File: config.mk
export PLATFORM = sky130hd
export DESIGN_NAME = dao_output_port
export DESIGN_NICKNAME = d
export VERILOG_FILES = /design/src/dao_delay_line.v /design/src/dao_output_port.v
export VERILOG_INCLUDE_DIRS = /design/src
export SDC_FILE = /design/constraint.sdc
export NUM_CORES = 1
export LEC_CHECK = 0
export BUFFER_PORTS_ARGS = -buffer_cell sky130_fd_sc_hd__buf_4
export CAP_MARGIN = 20
export CELL_PAD_IN_SITES_DETAIL_PLACEMENT = 1
export CELL_PAD_IN_SITES_GLOBAL_PLACEMENT = 1
export CORE_MARGIN = 3
export CORE_UTILIZATION = 50
export DETAILED_ROUTE_END_ITERATION = 10
export PLACE_DENSITY = 0.86
export SYNTH_ARGS = -nofsm -noshare
export SYNTH_HDL_FRONTEND = slang
export SYNTH_SLANG_ARGS = --single-unit
File: constraint.sdc
create_clock -name ref_clk -period 20.1 [get_ports ref_clk]
set_input_delay 3.015 -clock ref_clk [delete_from_list [all_inputs] [get_ports ref_clk]]
set_output_delay 3.015 -clock ref_clk [all_outputs]
set_load 0.01 [all_outputs]
File: src/dao_consts.vh
/*
 * constants for the dual converter output port: widths, latency, code points.
 * assumes inclusion by bare name from the design modules.
 */
`ifndef DAO_CONSTS_VH
`define DAO_CONSTS_VH

// ----------------------------------------
// data path
// ----------------------------------------
`define DAO_WORD_W 10
`define DAO_LATENCY 5
`define DAO_MSB 9

// ----------------------------------------
// reference code points (offset binary)
// ----------------------------------------
`define DAO_OB_ZERO 10'h200
`define DAO_OB_POS_FS 10'h3ff
`define DAO_OB_NEG_FS 10'h000

// ----------------------------------------
// reset values
// ----------------------------------------
`define DAO_WORD_RST 10'h000
// control pins park asleep with outputs released: sleep and enable-bar set
`define DAO_PIN_RST 4'ha

// ----------------------------------------
// control pin positions in the synchroniser
// ----------------------------------------
`define DAO_PIN_FMT 0
`define DAO_PIN_SLEEP 1
`define DAO_PIN_PD 2
`define DAO_PIN_OE 3

`endif

File: src/dao_delay_line.v
/*
 * dao_delay_line: fixed-depth shift pipe for one converter channel word plus a valid flag.
 * assumes a single clock and synchronous active-low reset from the parent.
 */
`include "dao_consts.vh"

module dao_delay_line #(
    parameter WIDTH = `DAO_WORD_W,
    parameter DEPTH = `DAO_LATENCY
) (
    // clock and reset
    input wire ref_clk,
    input wire nrst,
    // stage control
    input wire advance,
    input wire in_valid,
    input wire [WIDTH-1:0] in_word,
    // pipe end
    output wire out_valid,
    output wire [WIDTH-1:0] out_word
);

    reg [WIDTH-1:0] word_reg [0:DEPTH-1];
    reg [DEPTH-1:0] valid_reg;
    integer i;

    // ----------------------------------------
    // shift stages
    // ----------------------------------------
    // stages hold still when not advancing, so a halted pipe keeps its contents
    always @(posedge ref_clk) begin
        if (!nrst) begin
            valid_reg <= {DEPTH{1'b0}};
            for (i = 0; i < DEPTH; i = i + 1) begin
                word_reg[i] <= {WIDTH{1'b0}};
            end
        end else if (advance) begin
            word_reg[0] <= in_word;
            valid_reg[0] <= in_valid;
            for (i = 1; i < DEPTH; i = i + 1) begin
                word_reg[i] <= word_reg[i-1];
                valid_reg[i] <= valid_reg[i-1];
            end
        end
    end

    assign out_word = word_reg[DEPTH-1];
    assign out_valid = valid_reg[DEPTH-1];

endmodule

File: src/dao_output_port.v
/*
 * dao_output_port: digital side of a dual 10-bit converter. samples both channel codes each clock
 * while the converters are enabled, delays them, codes them, and drives two three-state parallel output words.
 * assumes the quantized channel codes arrive as offset binary words from converter logic
 * on ref_clk, and that control pins are asynchronous to ref_clk.
 */
// Behaviour
// - both channels are sampled together on every rising clock edge, one sample per cycle each; the code samples only while the converters are enabled.
// - each sample's word appears on the channel outputs five clock edges after it was taken.
// - output words are registered so the capture logic can take them on the next rising edge.
// - format select low gives offset binary and high gives two's complement coding.
// - offset binary full scale, zero and negative full scale map to 3ff, 200 and 000, two's to 1ff, 000, 200.
// - negative full scale gives 000 or 200 and one LSB below zero gives 1ff or 3ff.
// - while sleep is high both channels are disabled and only the bias stays enabled.
// - while power-down is high the device is in full power-down.
// - power-down with output enable low holds every output at its last presented value.
// - output enable high places all channel data outputs in high impedance.
// - two separate 10-bit words, bit 0 the LSB and bit 9 the MSB, update together.
`include "dao_consts.vh"

module dao_output_port #(
    parameter WIDTH = `DAO_WORD_W,
    parameter LATENCY = `DAO_LATENCY
) (
    // clock and reset
    input wire ref_clk,
    input wire nrst,
    // quantized channel codes, offset binary, same clock
    input wire [WIDTH-1:0] chan_a_code,
    input wire [WIDTH-1:0] chan_b_code,
    // control pins, asynchronous
    input wire twos_comp_sel,
    input wire sleep_request,
    input wire full_powerdown_request,
    input wire out_enable_n,
    // power state
    output wire converters_enabled,
    output wire bias_enabled,
    output wire powered_down,
    // channel a output word
    output reg [WIDTH-1:0] chan_a_out_word,
    output wire [WIDTH-1:0] chan_a_out_oe,
    // channel b output word
    output reg [WIDTH-1:0] chan_b_out_word,
    output wire [WIDTH-1:0] chan_b_out_oe,
    // pipeline status
    output reg out_word_valid
);

    // ----------------------------------------
    // pin synchronisers
    // ----------------------------------------
    // the control pins come from outside this clock, so each passes two flops and
    // nothing but the second stage reads the first
    reg [3:0] pin_meta_reg;
    reg [3:0] pin_sync_reg;
    wire [3:0] pin_raw;

    assign pin_raw[`DAO_PIN_FMT] = twos_comp_sel;
    assign pin_raw[`DAO_PIN_SLEEP] = sleep_request;
    assign pin_raw[`DAO_PIN_PD] = full_powerdown_request;
    assign pin_raw[`DAO_PIN_OE] = out_enable_n;

    // reset parks the port asleep with its outputs released
    always @(posedge ref_clk) begin
        if (!nrst) begin
            pin_meta_reg <= `DAO_PIN_RST;
            pin_sync_reg <= `DAO_PIN_RST;
        end else begin
            pin_meta_reg <= pin_raw;
            pin_sync_reg <= pin_meta_reg;
        end
    end

    wire fmt_twos = pin_sync_reg[`DAO_PIN_FMT];
    wire sleep_on = pin_sync_reg[`DAO_PIN_SLEEP];
    wire pd_on = pin_sync_reg[`DAO_PIN_PD];
    wire oe_off = pin_sync_reg[`DAO_PIN_OE];

    // ----------------------------------------
    // power state
    // ----------------------------------------
    localparam MODE_RUN = 2'b00;
    localparam MODE_SLEEP = 2'b01;
    localparam MODE_DOWN = 2'b10;

    // power-down outranks sleep when both pins are high
    reg [1:0] mode;
    always @* begin
        mode = MODE_RUN;
        if (pd_on) begin
            mode = MODE_DOWN;
        end else if (sleep_on) begin
            mode = MODE_SLEEP;
        end
    end

    reg conv_on;
    reg bias_on;
    always @* begin
        conv_on = 1'b0;
        bias_on = 1'b1;
        case (mode)
            MODE_RUN: begin
                conv_on = 1'b1;
            end
            MODE_SLEEP: begin
                conv_on = 1'b0;
            end
            MODE_DOWN: begin
                bias_on = 1'b0;
            end
            default: begin
                conv_on = 1'b0;
                bias_on = 1'b0;
            end
        endcase
    end

    assign converters_enabled = conv_on;
    assign bias_enabled = bias_on;
    assign powered_down = (mode == MODE_DOWN);

    // ----------------------------------------
    // coding
    // ----------------------------------------
    // offset binary to two's complement differs only in the msb
    // format select
    function [WIDTH-1:0] code_word;
        input [WIDTH-1:0] ob;
        input twos;
        begin
            code_word = {ob[WIDTH-1] ^ twos, ob[WIDTH-2:0]};
        end
    endfunction

    // every bit of a word shares one enable
    function [WIDTH-1:0] drive_mask;
        input off;
        begin
            drive_mask = {WIDTH{!off}};
        end
    endfunction

    // ----------------------------------------
    // sampling pipeline
    // ----------------------------------------
    wire [WIDTH-1:0] a_piped;
    wire [WIDTH-1:0] b_piped;
    wire a_valid;
    wire b_valid;

    // a word taken at one edge reaches the last pipe stage four edges later and
    // leaves the output latch at the fifth
    // sample every edge while the converters are enabled
    dao_delay_line #(.WIDTH(WIDTH), .DEPTH(LATENCY)) u_pipe_a (
        .ref_clk(ref_clk),
        .nrst(nrst),
        .advance(converters_enabled),
        .in_valid(1'b1),
        .in_word(chan_a_code),
        .out_valid(a_valid),
        .out_word(a_piped)
    );

    dao_delay_line #(.WIDTH(WIDTH), .DEPTH(LATENCY)) u_pipe_b (
        .ref_clk(ref_clk),
        .nrst(nrst),
        .advance(converters_enabled),
        .in_valid(1'b1),
        .in_word(chan_b_code),
        .out_valid(b_valid),
        .out_word(b_piped)
    );

    // ----------------------------------------
    // refill tracking
    // ----------------------------------------
    // pipe contents go stale while halted; valid stays low until refilled
    // the refill count is three bits, so a latency above seven is not supported
    localparam [2:0] FILL_FULL = LATENCY[2:0];
    reg [2:0] fill_reg;
    reg [2:0] fill_next;

    always @* begin
        fill_next = fill_reg;
        if (!converters_enabled) begin
            fill_next = 3'h0;
        end else if (fill_reg != FILL_FULL) begin
            fill_next = fill_reg + 3'h1;
        end
    end

    // ----------------------------------------
    // output latch
    // ----------------------------------------
    always @(posedge ref_clk) begin
        if (!nrst) begin
            fill_reg <= 3'h0;
            chan_a_out_word <= `DAO_WORD_RST;
            chan_b_out_word <= `DAO_WORD_RST;
            out_word_valid <= 1'b0;
        end else begin
            fill_reg <= fill_next;
            // sleep freezes the words as power-down does; a woken port replays stale stages
            // hold on power-down
            if (converters_enabled) begin
                chan_a_out_word <= code_word(a_piped, fmt_twos);
                chan_b_out_word <= code_word(b_piped, fmt_twos);
                out_word_valid <= a_valid && b_valid && (fill_reg == FILL_FULL);
            end else begin
                out_word_valid <= 1'b0;
            end
        end
    end

    assign chan_a_out_oe = drive_mask(oe_off);
    assign chan_b_out_oe = drive_mask(oe_off);

endmodule

==> results.json <==
{
  "outcome": "completed",
  "arrival_ps": 2030,
  "postCtsHoldBufs": 0,
  "tns_ps": 0,
  "dp_hpwl_mm": 5.317,
  "drive_above_1_share": 0.2624,
  "n_fill_cell": 1003,
  "grt-ovfl-total": 0,
  "die_x_um": 109.3,
  "die_h_um": 109.3,
  "postRouteWirelength_mm": 9.115,
  "drc_errors": 0,
  "synth_warnings": 0,
  "die-area_um2": 11940,
  "wl_met1_mm": 3.651,
  "clock_latency_ps": 520,
  "htree_num_levels": 4,
  "path_clk_slew_ps": 60,
  "wire_per_inst_um": 15.77,
  "syn_avg_cell_area_um2": 14.04,
  "p_per_area_nw_per_um2": 103.0,
  "area_growth_pct": 20.08,
  "timing.final.crit_share": 0.2511,
  "gp_congestion": 0.6811,
  "numCtsBuffers": 17,
  "pre_cts_ws_ps": 15470,
  "setup_viol": 0,
  "cts_sinks": 137,
  "row_count": 37,
  "maxSlewViolCount": 0,
  "cts_tree": "yes",
  "hold_viol_final": 0,
  "hold_path.class": "flip-flop to flip-flop",
  "worstSetupPathType": "flip-flop to output port",
  "syn_inst": 380,
  "fmax_mhz": 198.1,
  "avgViaCountPerCell": 5.000,
  "cp.required_ps": 17090,
  "grt_max_degree": 105,
  "antenna_found_initial": 0,
  "fin_worst_skew_ps": 9.359,
  "synth-seq-cells": 137,
  "synth_top_family_by_area": "simple AND/OR/NAND/NOR gates",
  "synth_edf_count": 100,
  "crit_path_end_kind": "output port",
  "rsz0062_at_grt": "false",
  "slew_headroom": 0.5056,
  "layout_min_cycle_time_ps": 5048,
  "yosysTopAreaCell": "edfxtp_1",
  "initialDrtViolationCount": 139,
  "synthesis.nets": 408,
  "port_buffers": 69,
  "synth.area.top_cells": "edfxtp_1 56%, dfxtp_1 14%, and2_1 12%",
  "cap_viol_max_count": 0,
  "syn_area_um2": 5334,
  "synth-simple-area-share": 0.1712,
  "cts-resized-gates": 0,
  "start_util": 0.5144,
  "vias": 2890,
  "drt_pass1_iterations": 6,
  "synthFlopType": "edfxtp_1",
  "synth_mux_area_frac": 0,
  "wl_met3_um": 533,
  "topRoutingLayerUsed": "met4",
  "synthArstFlopShare": 0,
  "worst_setup_path_start_kind": "flip-flop",
  "synthAdderAreaFrac": 0.004692,
  "ios": 70,
  "power_leakage_nw": 2.520,
  "first_global_vias": 2962,
  "core_area_um2": 10370,
  "track_usage": 0.1609,
  "synthTopCellsByCount": "104 x and2_1, 100 x edfxtp_1, 37 x dfxtp_1",
  "synthXorXnorAreaFrac": 0.003284,
  "grt_pass1_wl_mm": 14.32,
  "stdcell_area_um2": 6405,
  "fin_ws_ps": 15050,
  "antenna_left": 0,
  "clock_path_buffers": 2,
  "antenna_cells": 0,
  "ir_worst_vdd_v": 0.00006605,
  "dpl-instance-area_um2": 5753,
  "synth_compound_gate_area_share": 0.05677,
  "fin_nets": 457,
  "yosysMostFrequentCell": "and2_1",
  "synth_top_area_share": 0.5630,
  "post_cts_buffers": 0,
  "ys_seq_area_frac": 0.7019,
  "worstPathMaxFanout": 29,
  "ys_types": 25,
  "wl_met2_mm": 4.786,
  "worst_pin_slew_ps": 740.7,
  "cts_root_buffer": "clkbuf_8"
}
final timing paths:
path                                            startpoint                                     end  slack, ps  depth (start not counted)
worst max register to register  pin_sync_reg[2]$_SDFF_PN0_  u_pipe_a.word_reg[0][19]$_SDFFCE_PN0P_      17930                          4
worst max-delay path            pin_sync_reg[2]$_SDFF_PN0_                      converters_enabled      15050                          3
worst min register to register  pin_meta_reg[3]$_SDFF_PN1_              pin_sync_reg[3]$_SDFF_PN1_        450                          1
worst min-delay path            pin_meta_reg[3]$_SDFF_PN1_              pin_sync_reg[3]$_SDFF_PN1_        450                          1
layer usage:
layer  vias to the layer above  track usage
li1                       1400            -
met1                      1385       0.1722
met2                        87       0.2974
met3                        18      0.04559
met4                         0      0.06411
met5                         -            0
power by group:
part | switching [W] | total, W | internal (W)
Combinational | 0.0000140 | 0.0000252 | 0.0000113
Sequential | 0.00000417 | 0.000320 | 0.000316
Clock | 0.000113 | 0.000314 | 0.000201
critical path, cell delays in order (launching register included):
cell,delay [ps]
dfxtp_1,760
buf_4,410
nor2_1,160
buf_4,180
placed cells by master (no fill, tap or decap), types with 4 or more instances in the layout:
cell,netlist,layout
and2_1,104,104
edfxtp_1,100,100
buf_4,19,73
dfxtp_1,37,37
a21oi_1,24,24
o21ai_0,23,22
clkbuf_16,0,20
or3b_1,14,14
or3b_2,8,8
inv_1,4,4
nand2b_1,4,4
layout make-up:
| cell class | count | area [um^2] | share of cell area |
|---|---|---|---|
| sequential | 137 | 3744 | 0.5845 |
| multi-input combinational | 195 | 1276 | 0.1993 |
| timing repair buffer | 74 | 575.6 | 0.08986 |
| clock buffer | 25 | 549.3 | 0.08576 |
| tap | 136 | 170.2 | 0.02657 |
| clock inverter | 7 | 75.07 | 0.01172 |
| inverter | 4 | 15.01 | 0.002344 |
cell families after synthesis:
kind of cell / Yosys count
adders and majority gates: 2
DFF: 137
AOI/OAI and AO/OA: 55
buffers and inverters: 48
xor gates and xnor gates: 2
and+or+nand+nor: 136
metrics by stage:
stage	hold WS, ps	utilization	cells	power (W)
6_report	450.2	0.6176	578	0.0006600
5_1_grt	461.6	0.6176	578	0.0006823
4_1_cts	451.6	0.6150	577	0.0006663
3_5_place_dp	417.0	0.5548	545	0.0003510
3_3_place_gp	398.2	0.5548	545	0.0003476
2_1_floorplan	386.3	-	380	0.0003437
(Power assumes the default switching activity.)
